`src/common/dcl_defs.svh`:
```
// Offsets, field positions, reset values and counts of the config loader.
// Included by the package, by the device end and by the test.
`ifndef DCL_DEFS_SVH
`define DCL_DEFS_SVH

`define DCL_NUM_REGS 10
`define DCL_LAST_IDX 4'h9
// Loaded configuration bytes
`define DCL_OFS_FAIL_SAFE_OUTPUT_PIN_SEL 8'ha0
`define DCL_OFS_BUS_CFG 8'ha1
`define DCL_OFS_CTRL1 8'ha2
`define DCL_OFS_CTRL2 8'ha3
`define DCL_OFS_CTRL3 8'ha4
`define DCL_OFS_BUCK_UVB 8'hdd
`define DCL_OFS_LIN_UVB 8'hde
`define DCL_OFS_BUCK_ILB 8'hdf
`define DCL_OFS_LIN_ILB 8'he0
`define DCL_OFS_DBG_REF 8'he3
// Page select and fault flags, reachable on every page
`define DCL_OFS_PAGE 8'h03
`define DCL_OFS_FLAGS 8'h04
`define DCL_PAGE_FUNC 3'h0
`define DCL_PAGE_MIRROR 3'h1
// Fault flag bits
`define DCL_FLG_TRIM 0
`define DCL_FLG_FUSE 1
`define DCL_FLG_STEST 2
// Fields of the loaded bytes
`define DCL_BUS_CRC_BIT 7
`define DCL_BUS_SECURE_BIT 6
`define DCL_LOWPOWER_OFF_DEFAULT_BIT_BIT 7
`define DCL_BUS_ADDR_BASE 7'h08
`define DCL_TRIAL_ADDR 7'h08
// Hardwired defaults, remaining bytes zero
`define DCL_HW_FAIL_SAFE_OUTPUT_PIN_SEL 8'h00
`define DCL_HW_BUS_CFG 8'h00
`define DCL_HW_CTRL1 8'h02
`define DCL_HW_CTRL2 8'h05
`define DCL_HW_CTRL3 8'h01
`define DCL_HW_OTHER 8'h00

`endif

```
`src/common/dcl_pkg.sv`:
```
// Types shared by both ends of the default config loader.
// Expects dcl_defs.svh on the include path.
`include "dcl_defs.svh"

package dcl_pkg;

  typedef logic [7:0] dcl_byte_t;
  typedef logic [`DCL_NUM_REGS-1:0][7:0] dcl_bank_t;

  typedef enum logic [2:0] {
    DCL_OFF, DCL_TRIM, DCL_FUSE, DCL_LOAD, DCL_TEST, DCL_QUIET, DCL_ON
  } dcl_state_e;

  typedef enum logic [1:0] {DCL_H_IDLE, DCL_H_WAIT, DCL_H_DROP} dcl_hstate_e;

  typedef struct packed {
    dcl_state_e st;
    logic [5:0] sync1;
    logic [5:0] sync2;
    logic hw_src;
    logic [3:0] idx;
    dcl_bank_t func;
    dcl_bank_t mirror;
    logic [2:0] page;
    logic [2:0] flags;
    logic ack;
    logic err;
    dcl_byte_t rdata;
    logic quiet;
    logic seq_en;
    logic wdog_en;
    logic crc_en;
    logic secure_en;
    logic limited;
    logic fuse_burn;
  } dcl_dev_s;

  typedef struct packed {
    dcl_hstate_e st;
    logic [1:0] sync1;
    logic [1:0] sync2;
    logic req;
    logic we;
    logic [6:0] dev_addr;
    dcl_byte_t addr;
    dcl_byte_t wdata;
    logic cmd_ready;
    logic rsp_valid;
    logic rsp_err;
    dcl_byte_t rsp_rdata;
    logic trial_pin;
    logic pwr_pin;
    logic burn;
  } dcl_host_s;

endpackage

```
`src/common/dcl_if.sv`:
```
// Link between the loader device and its host controller.
// Request fields are held stable while req is high (bundled data).
`timescale 1ns/1ns

interface dcl_if;
  logic trial_config_enable_pin;
  logic power_up_event;
  logic burn_req;
  logic req;
  logic we;
  logic [6:0] dev_addr;
  logic [7:0] addr;
  logic [7:0] wdata;
  logic ack;
  logic err;
  logic [7:0] rdata;
  logic quiescent_off_state;

  modport device (
    input trial_config_enable_pin, power_up_event, burn_req, req, we,
    input dev_addr, addr, wdata,
    output ack, err, rdata, quiescent_off_state
  );
  modport host (
    output trial_config_enable_pin, power_up_event, burn_req, req, we,
    output dev_addr, addr, wdata,
    input ack, err, rdata, quiescent_off_state
  );
endinterface

```
`src/hw/dcl_device.sv`:
```
// Loader device end: fuse/hardwired default loading, fault flags, paging.
// Link inputs are asynchronous pins; fuse, trim and self-test inputs come
// from logic on sys_clk.
`timescale 1ns/1ns
`include "dcl_defs.svh"

// Behaviour
// - Source pin low: defaults from mirror registers
// - Source pin high: hardwired default every reload
// - Fuse mode: fuses to mirror on supply rise
// - Fuse mode: mirror then copied to functional
// - Hardwired: no trial mode, hardwired defaults only
// - Fuse mode faults block power-up; write 1 clears
// - Hardwired faults block power-up; write 0 clears
// - Flags writable only with enable pin high
// - Trial mode: skip low-power bit, go quiescent
// - Trial/debug: self-test flag shows test result
// - Trial mode: plain transfers at address 0x08
// - Trial mode disables all watchdog monitoring
// - Page 1 mirror only in trial mode
// - Mirror preloaded from fuses, host may rewrite
// - Power-up with pin high gives limited function
// - Supply loss clears the mirror registers
// - Fuse burning only in trial and quiescent
// - Hardwired still loads trim, flags trim failure
// - Hardwired keeps fuse fault flag at zero
// - Hardwired plus pin high: debug, go quiescent
// - Hardwired fail-safe byte is all zero
module dcl_device
  import dcl_pkg::*;
(
  input wire logic sys_clk,
  input wire logic rst_b,
  dcl_if.device link,
  input wire logic config_source_pin,
  input wire logic supply_above_input_undervolt_detect,
  input wire logic trim_fail,
  input wire logic [7:0] fuse_data,
  input wire logic fuse_fail,
  input wire logic selftest_fail,
  output logic [3:0] fuse_index,
  output logic fuse_burn,
  output logic seq_enable,
  output logic watchdog_enable,
  output logic crc_enable,
  output logic secure_write_enable,
  output logic limited_function
);
  import dcl_pkg::*;

  localparam int S_TRIAL = 0;
  localparam int S_PWR = 1;
  localparam int S_UV = 2;
  localparam int S_REQ = 3;
  localparam int S_BURN = 4;
  localparam int S_SRC = 5;

  dcl_dev_s s;
  dcl_dev_s next_s;

  // Register index of an offset; bit 4 flags a hit
  function automatic logic [4:0] reg_index(input logic [7:0] ofs);
    case (ofs)
      `DCL_OFS_FAIL_SAFE_OUTPUT_PIN_SEL: reg_index = 5'h10;
      `DCL_OFS_BUS_CFG: reg_index = 5'h11;
      `DCL_OFS_CTRL1: reg_index = 5'h12;
      `DCL_OFS_CTRL2: reg_index = 5'h13;
      `DCL_OFS_CTRL3: reg_index = 5'h14;
      `DCL_OFS_BUCK_UVB: reg_index = 5'h15;
      `DCL_OFS_LIN_UVB: reg_index = 5'h16;
      `DCL_OFS_BUCK_ILB: reg_index = 5'h17;
      `DCL_OFS_LIN_ILB: reg_index = 5'h18;
      `DCL_OFS_DBG_REF: reg_index = 5'h19;
      default: reg_index = 5'h00;
    endcase
  endfunction

  function automatic dcl_byte_t hw_default(input logic [3:0] i);
    case (i)
      4'h0: hw_default = `DCL_HW_FAIL_SAFE_OUTPUT_PIN_SEL;
      4'h1: hw_default = `DCL_HW_BUS_CFG;
      4'h2: hw_default = `DCL_HW_CTRL1;
      4'h3: hw_default = `DCL_HW_CTRL2;
      4'h4: hw_default = `DCL_HW_CTRL3;
      default: hw_default = `DCL_HW_OTHER;
    endcase
  endfunction

  logic pin_trial;
  logic trial_md;
  logic debug_md;
  logic [2:0] flag_set;
  logic [2:0] flag_clr;
  logic [4:0] hit;
  logic [6:0] my_addr;
  logic page_ok;

  assign pin_trial = s.sync2[S_TRIAL];
  assign trial_md = pin_trial & ~s.hw_src;
  assign debug_md = pin_trial & s.hw_src;

  always_comb begin
    next_s = s;
    flag_set = 3'h0;
    flag_clr = 3'h0;
    hit = reg_index(link.addr);
    my_addr = trial_md ? `DCL_TRIAL_ADDR :
      (`DCL_BUS_ADDR_BASE | {4'h0, s.func[1][2:0]});
    page_ok = (s.page == `DCL_PAGE_FUNC) ||
      (trial_md && s.page == `DCL_PAGE_MIRROR);
    next_s.sync1 = {config_source_pin, link.burn_req, link.req,
      supply_above_input_undervolt_detect, link.power_up_event, link.trial_config_enable_pin};
    next_s.sync2 = s.sync1;
    next_s.fuse_burn = 1'b0;

    case (s.st)
      DCL_OFF: begin
        next_s.idx = 4'h0;
        if (s.sync2[S_UV]) begin
          next_s.hw_src = s.sync2[S_SRC];
          next_s.st = DCL_TRIM;
        end
      end
      DCL_TRIM: begin
        flag_set[`DCL_FLG_TRIM] = trim_fail;
        next_s.st = s.hw_src ? DCL_LOAD : DCL_FUSE;
      end
      DCL_FUSE: begin
        next_s.mirror[s.idx] = fuse_data;
        flag_set[`DCL_FLG_FUSE] = fuse_fail;
        next_s.idx = s.idx + 4'h1;
        if (s.idx == `DCL_LAST_IDX) begin
          next_s.idx = 4'h0;
          next_s.st = DCL_LOAD;
        end
      end
      DCL_LOAD: begin
        next_s.func[s.idx] = s.hw_src ? hw_default(s.idx) :
          s.mirror[s.idx];
        next_s.idx = s.idx + 4'h1;
        if (s.idx == `DCL_LAST_IDX) begin
          next_s.idx = 4'h0;
          next_s.st = DCL_TEST;
        end
      end
      DCL_TEST: begin
        flag_set[`DCL_FLG_STEST] = selftest_fail;
        flag_clr[`DCL_FLG_STEST] = ~selftest_fail;
        if (pin_trial || selftest_fail || (s.flags != 3'h0) ||
            s.func[2][`DCL_LOWPOWER_OFF_DEFAULT_BIT_BIT]) begin
          next_s.st = DCL_QUIET;
        end else begin
          next_s.st = DCL_ON;
          next_s.limited = 1'b0;
        end
      end
      DCL_QUIET: begin
        if (s.sync2[S_PWR] && s.flags == 3'h0) begin
          next_s.st = DCL_ON;
          next_s.limited = pin_trial;
        end
        if (s.sync2[S_BURN] && trial_md) begin
          next_s.fuse_burn = 1'b1;
        end
      end
      DCL_ON: begin
        if (!s.sync2[S_PWR]) begin
          next_s.st = DCL_QUIET;
        end
      end
      default: next_s.st = DCL_OFF;
    endcase

    // Register access, four-phase handshake
    if (s.sync2[S_REQ] && !s.ack) begin
      next_s.ack = 1'b1;
      next_s.err = 1'b0;
      next_s.rdata = 8'h00;
      if (link.dev_addr != my_addr) begin
        next_s.err = 1'b1;
      end else if (link.addr == `DCL_OFS_PAGE) begin
        next_s.rdata = {5'h00, s.page};
        if (link.we) begin
          if (link.wdata[2:0] == `DCL_PAGE_FUNC ||
              (trial_md && link.wdata[2:0] == `DCL_PAGE_MIRROR)) begin
            next_s.page = link.wdata[2:0];
          end else begin
            next_s.err = 1'b1;
          end
        end
      end else if (link.addr == `DCL_OFS_FLAGS) begin
        next_s.rdata = {5'h00, s.flags};
        if (link.we) begin
          if (trial_md && s.st == DCL_QUIET) begin
            flag_clr = flag_clr | link.wdata[2:0];
          end else if (debug_md) begin
            flag_clr = flag_clr | ~link.wdata[2:0];
          end else begin
            next_s.err = 1'b1;
          end
        end
      end else if (!page_ok || !hit[4]) begin
        next_s.err = 1'b1;
      end else if (s.page == `DCL_PAGE_MIRROR) begin
        next_s.rdata = s.mirror[hit[3:0]];
        if (link.we) begin
          next_s.mirror[hit[3:0]] = link.wdata;
        end
      end else begin
        next_s.rdata = s.func[hit[3:0]];
        if (link.we) begin
          next_s.func[hit[3:0]] = link.wdata;
        end
      end
      next_s.rdata = next_s.err ? 8'h00 : next_s.rdata;
    end else if (!s.sync2[S_REQ] && s.ack) begin
      next_s.ack = 1'b0;
    end

    // Set wins over clear
    next_s.flags = (s.flags & ~flag_clr) | flag_set;
    if (s.hw_src) begin
      next_s.flags[`DCL_FLG_FUSE] = 1'b0;
    end
    if (!trial_md) begin
      if (s.page != `DCL_PAGE_FUNC) begin
        next_s.page = `DCL_PAGE_FUNC;
      end
    end

    // Supply loss aborts the power sequence and clears the mirror
    if (!s.sync2[S_UV]) begin
      next_s.st = DCL_OFF;
      next_s.mirror = '0;
      next_s.limited = 1'b0;
    end

    next_s.quiet = (next_s.st == DCL_QUIET);
    next_s.seq_en = (next_s.st == DCL_ON);
    next_s.wdog_en = next_s.seq_en & ~trial_md & ~next_s.limited;
    next_s.crc_en = next_s.seq_en & ~trial_md & ~next_s.limited &
      next_s.func[1][`DCL_BUS_CRC_BIT];
    next_s.secure_en = next_s.seq_en & ~trial_md & ~next_s.limited &
      next_s.func[1][`DCL_BUS_SECURE_BIT];
  end

  always_ff @(posedge sys_clk or negedge rst_b) begin
    if (!rst_b) begin
      s <= '0;
    end else begin
      s <= next_s;
    end
  end

  assign link.ack = s.ack;
  assign link.err = s.err;
  assign link.rdata = s.rdata;
  assign link.quiescent_off_state = s.quiet;
  assign fuse_index = s.idx;
  assign fuse_burn = s.fuse_burn;
  assign seq_enable = s.seq_en;
  assign watchdog_enable = s.wdog_en;
  assign crc_enable = s.crc_en;
  assign secure_write_enable = s.secure_en;
  assign limited_function = s.limited;

endmodule // dcl_device

```
`src/flat_wrapper.sv`:
```
// flat-port wrapper written by rule: the top's interface ports become plain ports
module dcl_device_flat import dcl_pkg::*;
  (sys_clk, rst_b, config_source_pin, supply_above_input_undervolt_detect, trim_fail, fuse_data, fuse_fail, selftest_fail, fuse_index, fuse_burn, seq_enable, watchdog_enable, crc_enable, secure_write_enable, limited_function, link_trial_config_enable_pin, link_power_up_event, link_burn_req, link_req, link_we, link_dev_addr, link_addr, link_wdata, link_ack, link_err, link_rdata, link_quiescent_off_state);
  dcl_if link_i ();
  input wire logic sys_clk;
  input wire logic rst_b;
  input wire logic config_source_pin;
  input wire logic supply_above_input_undervolt_detect;
  input wire logic trim_fail;
  input wire logic [7:0] fuse_data;
  input wire logic fuse_fail;
  input wire logic selftest_fail;
  output logic [3:0] fuse_index;
  output logic fuse_burn;
  output logic seq_enable;
  output logic watchdog_enable;
  output logic crc_enable;
  output logic secure_write_enable;
  output logic limited_function;
  input wire logic [$bits(link_i.trial_config_enable_pin)-1:0] link_trial_config_enable_pin;
  input wire logic [$bits(link_i.power_up_event)-1:0] link_power_up_event;
  input wire logic [$bits(link_i.burn_req)-1:0] link_burn_req;
  input wire logic [$bits(link_i.req)-1:0] link_req;
  input wire logic [$bits(link_i.we)-1:0] link_we;
  input wire logic [$bits(link_i.dev_addr)-1:0] link_dev_addr;
  input wire logic [$bits(link_i.addr)-1:0] link_addr;
  input wire logic [$bits(link_i.wdata)-1:0] link_wdata;
  output wire logic [$bits(link_i.ack)-1:0] link_ack;
  output wire logic [$bits(link_i.err)-1:0] link_err;
  output wire logic [$bits(link_i.rdata)-1:0] link_rdata;
  output wire logic [$bits(link_i.quiescent_off_state)-1:0] link_quiescent_off_state;
  assign link_i.trial_config_enable_pin = link_trial_config_enable_pin;
  assign link_i.power_up_event = link_power_up_event;
  assign link_i.burn_req = link_burn_req;
  assign link_i.req = link_req;
  assign link_i.we = link_we;
  assign link_i.dev_addr = link_dev_addr;
  assign link_i.addr = link_addr;
  assign link_i.wdata = link_wdata;
  assign link_ack = link_i.ack;
  assign link_err = link_i.err;
  assign link_rdata = link_i.rdata;
  assign link_quiescent_off_state = link_i.quiescent_off_state;
  dcl_device u_core (.sys_clk(sys_clk), .rst_b(rst_b), .link(link_i), .config_source_pin(config_source_pin), .supply_above_input_undervolt_detect(supply_above_input_undervolt_detect), .trim_fail(trim_fail), .fuse_data(fuse_data), .fuse_fail(fuse_fail), .selftest_fail(selftest_fail), .fuse_index(fuse_index), .fuse_burn(fuse_burn), .seq_enable(seq_enable), .watchdog_enable(watchdog_enable), .crc_enable(crc_enable), .secure_write_enable(secure_write_enable), .limited_function(limited_function));
endmodule
```
`config.mk`:
```
export PLATFORM = sky130hd
export DESIGN_NAME = dcl_device_flat
export DESIGN_NICKNAME = d
export VERILOG_FILES = /design/src/common/dcl_pkg.sv /design/src/common/dcl_if.sv /design/src/hw/dcl_device.sv /design/src/flat_wrapper.sv
export VERILOG_INCLUDE_DIRS = /design/src /design/src/common
export SDC_FILE = /design/constraint.sdc
export NUM_CORES = 1
export LEC_CHECK = 0
export ABC_AREA = 1
export BUFFER_PORTS_ARGS = -buffer_cell sky130_fd_sc_hd__buf_2
export CAP_MARGIN = 5
export CORE_UTILIZATION = 45
export DETAILED_ROUTE_END_ITERATION = 10
export MAX_ROUTING_LAYER = met4
export SYNTH_ARGS = -nofsm -noshare
export SYNTH_HDL_FRONTEND = slang
export SYNTH_SLANG_ARGS = --single-unit
```
`constraint.sdc`:
```
create_clock -name sys_clk -period 3.68 [get_ports sys_clk]
set_input_delay 0.184 -clock sys_clk [delete_from_list [all_inputs] [get_ports sys_clk]]
set_output_delay 0.184 -clock sys_clk [all_outputs]
set_load 0.01 [all_outputs]
```
==> results.md, run 1 <==
- Congestion Overflow GR: 0
- Compound-Gate Fraction of Synth Area: 0.214
- Clk pin slew, worst setup/hold paths: 0.06 ns
- Largest family of logic cells by synthesized area: simple AND/OR/NAND/NOR gates
- Syn nets: around 1800
- Initial DRC count: between 1000 and 1500
- Share of layout cells above drive strength 1: 0.100
- Post-Synth Adder-Cell Area: 0.00101
- Relative slew slack: 0.221
- Final Max Slew Viols: 0
- Asr flop ratio synth: 1.00
- CP endpoint kind: flip-flop
- Die area: around 28000 µm²
- Worst Skew: around 0.014 ns
- Core area: 27000 µm²
- Worst-path fanout max: 15
- Drt wl/cell: about 23 µm
- Synth area leader: dfrtp_1
- First-pass GRT wire length: about 75 mm
- Xor and xnor fraction of the mapped netlist area: 0.00353
- Die span in x: approximately 170 µm
- Final-report hold violation count: 0
- CP arrival: about 3.4 ns
- IO Port Bufs: 63
- DRC viols: 0
- Max Clock Freq: roughly 330 MHz
- Synthesized area per cell: between 6 and 7 µm²
- Top_reg_cell synth: dfrtp_1
- Initial antenna violation count: 2
- Post-Route WL: between 50 and 60 mm
- Synth Instances: between 1500 and 2000
- Post-CTS Setup Repair Bufs: 0
- Synth top area cells: dfrtp_1 41%, nand2_1 17%, o21ai_0 12%
- Largest net degree at the start of global routing: a little under 100
- Cell area after synthesis: roughly 12000 µm²
- Setup TNS: 0 ns
- Most frequent CP cell: nand2_1
- Initial core utilization: 0.460
- Die span in y: 168 µm
- CTS tree: yes
- Max-cap violations: 0
- Worst-path cell chain: inv_2, nand2_4, nand2_1, xor2_1, nor2_2, nand4_2, nor3_4, nand2_1, o211ai_1, a21oi_1
- Yosys cell types: 43
- DR vias/cell: roughly 5.8
- Syn-to-layout area delta: 12.3%
- Pleak: 6.30 nW
- VDD IR max: a little over 300 µV
- Nets: approximately 1900
- Slowest cell on the critical path: dfrtp_1
- Drt pass-1 iters: 7
- List of most frequent post-synthesis cells: 557 x nand2_1, 302 x o21ai_0, 203 x dfrtp_1
- Setup slack, reg-to-reg: 0.64 ns
- Root buffer cell: clkbuf_16
- ANT cells: 0
- Rows: 60
- Hold Crit Class: input pin to flip-flop
- Tot GR Track Use: 0.366
- Yosys top cell area share: 0.409
- Kind of critical path: flip-flop to flip-flop
- Count leader, synth: nand2_1
- Run status: complete, no violations
- TritonCTS Sinks: 203
- Vias in the first global route: ~12000
- Post-DRT Antenna Nets: 0
- Final setup fails: 0
- Clk_lat worst skew: between 0.5 and 0.6 ns
- CP Launch Type: flip-flop
- Pwr Density: approximately 450 nW/µm²
- Simple logic cell fraction of the synthesized area: 0.287
- Critical Path Max Stage Delay: 0.58 ns
- Post-synthesis mux area share: 0
- Final hold slack: around 0.015 ns
- Global placer's final weighted congestion: 1.01
- Post-synthesis sequential area ratio: 0.409
- Tcrit/Tclk final: 0.827
- Number of flops mapped to enable cells by yosys: 0
- Crit path time final: between 3 and 4 ns
- Max Buffers Root-to-Sink: 3
- RSZ-0062 raised after global routing: false
- Number of buffers created by CTS: 25
- CTS H-tree lvls: 1
- HPWL after DPL: between 30 and 40 mm
- Routed vias: around 13000
- Slew @ Worst Pin: 1.17 ns
- Required time worst endpoint: about 4.1 ns
- IO Count: 64
- Synthesis Warnings: 0
- Flop and latch count out of synthesis: 203
## cell usage in the layout, fill, tap and decap left out, types with 16 or more instances in the layout
cell type and n:
o21ai_0 302, nand2_1 557, nor2_4 20, buf_4 29, o211ai_1 19, inv_1 156, clkbuf_16 25, nor2_1 112
buf_2 62, dlygate4sd3_1 16, a21oi_1 96, o21ai_1 25, nand3_1 81, o22ai_1 24, dfrtp_1 202
## stage by stage
| step | power (mW) | area [µm²] | worst slack (ns) | std cells | util |
|---|---|---|---|---|---|
| final | 6.24 | 14000 | 0.638 | 2197 | 0.516 |
| after CTS | 6.23 | 14000 | 0.631 | 2197 | 0.516 |
| after detailed placement | 3.79 | 13000 | 0.635 | 2138 | 0.481 |
| after floorplan | 3.24 | 12400 | 1.59 | 1797 | - |
| after global routing | 6.46 | 14000 | 0.418 | 2197 | 0.516 |
| after global placement | 3.79 | 13000 | 0.648 | 2138 | 0.481 |
## what timing repair did
item | 4_1_cts | 5_1_grt
hold endpoints to repair | 110 | 0
setup endpoints to repair | 0 | 0
resized for setup | 0 | 0
hold buffers | 16 | 0
## worst max-delay path: cells and delay by family, from the launching register on
family	cells	cell delay (ns)
xor gates and xnor gates	1	0.15
buffers and inverters	1	0.22
DFF	1	0.58
and+or+nand+nor	6	1.54
AOI/OAI and AO/OA	2	0.39
## layer usage
layer | share of wire | GRT usage | up-vias
met2 | 0.47 | 0.580 | 586
met1 | 0.42 | 0.474 | 6123
met5 | 0 | - | -
met3 | 0.076 | 0.0548 | 110
li1 | - | - | 6008
met4 | 0.041 | 0.139 | 0
## layout make-up
cell class,instances,area [µm²]
clock buffers,33,716
clock inverters,10,81.3
fillers,2735,13100
inverters,169,634
multi-input cells,1332,6290
flip-flops and latches,203,5080
well taps,341,427
repair buffers,109,723
## report_power, final
group	leakage (nW)	total (mW)	switching [mW]	internal (mW)
clock network	0.399	2.44	1.01	1.43
logic	3.15	1.30	0.926	0.370
registers	2.75	2.50	0.132	2.37
total	6.30	6.24	2.07	4.17
## worst paths after layout
path,startpoint,endpoint,cells past startpoint
worst max-delay path,u_core.s[187],u_core.secure_write_enable,10
worst min-delay path,link_wdata[7],u_core.s[118],3
worst max register to register,u_core.s[187],u_core.secure_write_enable,10
worst min register to register,u_core.next_s[190],u_core.s[190],0
max in group asynchronous,rst_b,u_core.link.err,3
min in group asynchronous,rst_b,u_core.s[154],2
## logic make-up (layout without fill, tap and decap cells)
| family | Yosys count | after routing |
|---|---|---|
| simple gates | 828 | 828 |
| xor+xnor | 5 | 5 |
| buf+inv | 262 | 321 |
| fa+ha+maj | 1 | 1 |
| flops | 203 | 203 |
| compound gates | 498 | 498 |
## sequential cells by signal, summed over array words and instances, names as in the netlist, 4 cells and up
register and cells:
u_core.next_s 6, u_core.link.rdata 8, u_core.fuse_index 4, u_core.s 175
Power figures use the tool's default switching activity.
==> run 2: changes to the inputs <==
Settings changed: ABC_AREA 1 to 0.
Clock period 3.68 ns to 2.7 ns, I/O delays scaled along.
==> results.md, run 2 <==
- Run status: complete, no violations
- CP arrival: approximately 3.0 ns
- Final-report hold violation count: 0
- Hold Crit Class: input pin to flip-flop
- Post-layout util: 0.535
- DR vias/cell: between 6 and 7
- Cell area after synthesis: ~13000 µm²
- RSZ-0062 raised after global routing: true
- Post-synthesis mux area share: 0.144
- Top_reg_cell synth: dfrtp_1
- Tcrit/Tclk final: 0.970
- Routed vias: around 12000
- CTS H-tree lvls: 1
- Most frequent cells in the layout: 202 x dfrtp_1, 142 x nor2_1, 132 x mux2i_1, 130 x a21oi_1, 127 x nand2_1
- Simple logic cell fraction of the synthesized area: 0.171
- Die area: between 20000 and 30000 µm²
- Final Non-Filler Cells: approximately 1800
- Largest family of logic cells by synthesized area: compound AO/OA/AOI/OAI gates
- Congestion Overflow GR: 0
- Flop and latch count out of synthesis: between 200 and 250
- Die span in x: between 150 and 200 µm
- VDD IR max: ~430 µV
- Setup TNS: 0 ns
- Global placer's final weighted congestion: between 0.9 and 1
- Clk_lat worst skew: about 0.53 ns
- CP Launch Type: flip-flop
- First-pass GRT wire length: between 60 and 70 mm
- Max-cap violations: 0
- Setup slack, reg-to-reg: 0.08 ns
- Final hold slack: 0.0950 ns
- Max Clock Freq: 382 MHz
- Synth area leader: dfrtp_1
- Core area: between 20000 and 30000 µm²
- HPWL after DPL: between 20 and 30 mm
- Number of flops mapped to enable cells by yosys: 0
- Max Buffers Root-to-Sink: 3
- Nets: approximately 1500
- Post-Synth Adder-Cell Area: 0.000980
- Root buffer cell: clkbuf_16
- Tot GR Track Use: 0.321
- Reg2reg start: u_core.pin_trial
- Post-DRT Antenna Nets: 0
- Synth Instances: around 1400
- Die span in y: between 150 and 200 µm
- Number of buffers created by CTS: 24
- Critical Path Max Stage Delay: 0.44 ns
- CP endpoint: u_core.s[88]
- Critical R2R Capture: u_core.s[88]
- Synth top area cells: dfrtp_1 40%, mux2i_1 10%, a21oi_1 5.1%
- Syn nets: 1442
- Pleak: between 7 and 8 nW
- Yosys cell types: 66
- Count leader, synth: dfrtp_1
- List of most frequent post-synthesis cells: 203 x dfrtp_1, 143 x nor2_1, 132 x mux2i_1
- Asr flop ratio synth: 1.00
- Final Max Slew Viols: 0
- Most common cell after layout, fill and taps aside: dfrtp_1
- Synthesized area per cell: between 9 and 10 µm²
- Pwr Density: about 570 nW/µm²
- Vias in the first global route: around 11000
- Top reg by flops: u_core.s
- Share of layout cells above drive strength 1: 0.171
- CP endpoint kind: flip-flop
- Xor and xnor fraction of the mapped netlist area: 0.000686
- Post-synthesis sequential area ratio: 0.398
- Initial antenna violation count: 1
- Slew @ Worst Pin: just over 1 ns
- Rows: 61
- Yosys top cell area share: 0.398
- Worst Skew: approximately 0.013 ns
- Required time worst endpoint: 3.11 ns
- Placed cells: roughly 1800
- Final setup fails: 0
- Clk pin slew, worst setup/hold paths: roughly 0.06 ns
- Post-Route WL: between 40 and 50 mm
- Initial DRC count: ~1400
- IO Count: 64
- Compound-Gate Fraction of Synth Area: 0.231
- Initial core utilization: 0.458
- IO Port Bufs: 63
- Max reg flops: between 150 and 200
- Relative slew slack: 0.321
- Syn-to-layout area delta: 16.8%
- R2R depth: 8
- Largest net degree at the start of global routing: slightly above 80
- TritonCTS Sinks: roughly 200
- Setup crit start: u_core.pin_trial
- Drt pass-1 iters: 6
- DRC viols: 0
- Kind of critical path: flip-flop to flip-flop
- Worst-path cell chain: nand2b_1, a21boi_0, or2_2, nor4_4, nand4_1, buf_6, clkbuf_16, o311a_1
- Worst-path fanout max: 20
- Slowest cell on the critical path: dfrtp_1
- CTS tree: yes
- Synthesis Warnings: 0
- Crit path time final: 2.62 ns
- Drt wl/cell: 25.1 µm
## run 2: changes by cell type after synthesis, sizes merged, moves of 32 or more
cell,before,now
and3,1,42
a211oi,1,40
mux2i,0,132
o21ai,327,97
nand3,81,37
o211a,0,42
clkbuf,63,95
nand2,561,128
o311a,0,40
a21oi,96,130
inv,162,12
## run 2: metrics by stage
step           power (mW)  area, µm²  worst slack [ns]
3_3_place_gp         4.98      13900            -0.263
6_report             8.47      14900            0.0820
3_5_place_dp         5.01      13900            -0.241
5_1_grt              8.77      14900           -0.0602
2_1_floorplan        4.43      12800             0.230
4_1_cts              8.46      14800            0.0532
## run 2: worst min-delay path by stage
stage,endpoint,slack [ns],from,cells after the start
after floorplan,u_core.crc_enable,-0.16,rst_b,0
after global placement,u_core.s[192],0.18,rst_b,1
after CTS,u_core.s[101],0.07,fuse_data[6],4
after detailed placement,u_core.s[192],0.18,rst_b,1
final,u_core.s[99],0.1,fuse_data[4],4
after global routing,u_core.s[101],0.10,fuse_data[6],4
## run 2: logic make-up (layout without fill, tap and decap cells)
kind of cell,after synthesis,in the layout
fa+ha+maj,1,1
compound gates,434,434
simple gates,441,441
flops,203,203
other cells,0,1
buf+inv,158,227
xor+xnor,1,1
mux,160,160
## run 2: layer usage
layer  wire length [µm]  part of all wire  global-route usage
met4               1930             0.042               0.130
met5                  0                 0                   -
met2              21100              0.46               0.492
met3               3710             0.080              0.0500
met1              19600              0.42               0.424
## run 2: what timing repair did
action                                  4_1_cts  5_1_grt
hold endpoints to repair                     69        0
buffers inserted                              0        2
resized for setup                             0       21
hold buffers                                 10        0
endpoints found under the setup margin        0       42
## run 2: cell type report
| type | count | area (µm²) |
|---|---|---|
| inverter | 14 | 52.6 |
| clock inverter | 7 | 110 |
| clock buffer | 35 | 713 |
| tap | 378 | 473 |
| timing repair buffer | 171 | 1390 |
| sequential | 203 | 5080 |
| multi-input combinational | 1037 | 7080 |
| antenna | 1 | 2.50 |
| fill | 2567 | 12900 |
## run 2: power breakdown
group          total [mW]  internal, mW  switching (mW)
clock network        3.45          2.10            1.35
logic                1.52         0.617           0.902
registers            3.50          3.30           0.202
## run 2: critical path: cells and delay by family, from the launching register on
family	cells	cell delay, ns
simple gates	4	1.15
compound gates	2	0.45
flops	1	0.44
buf+inv	2	0.44
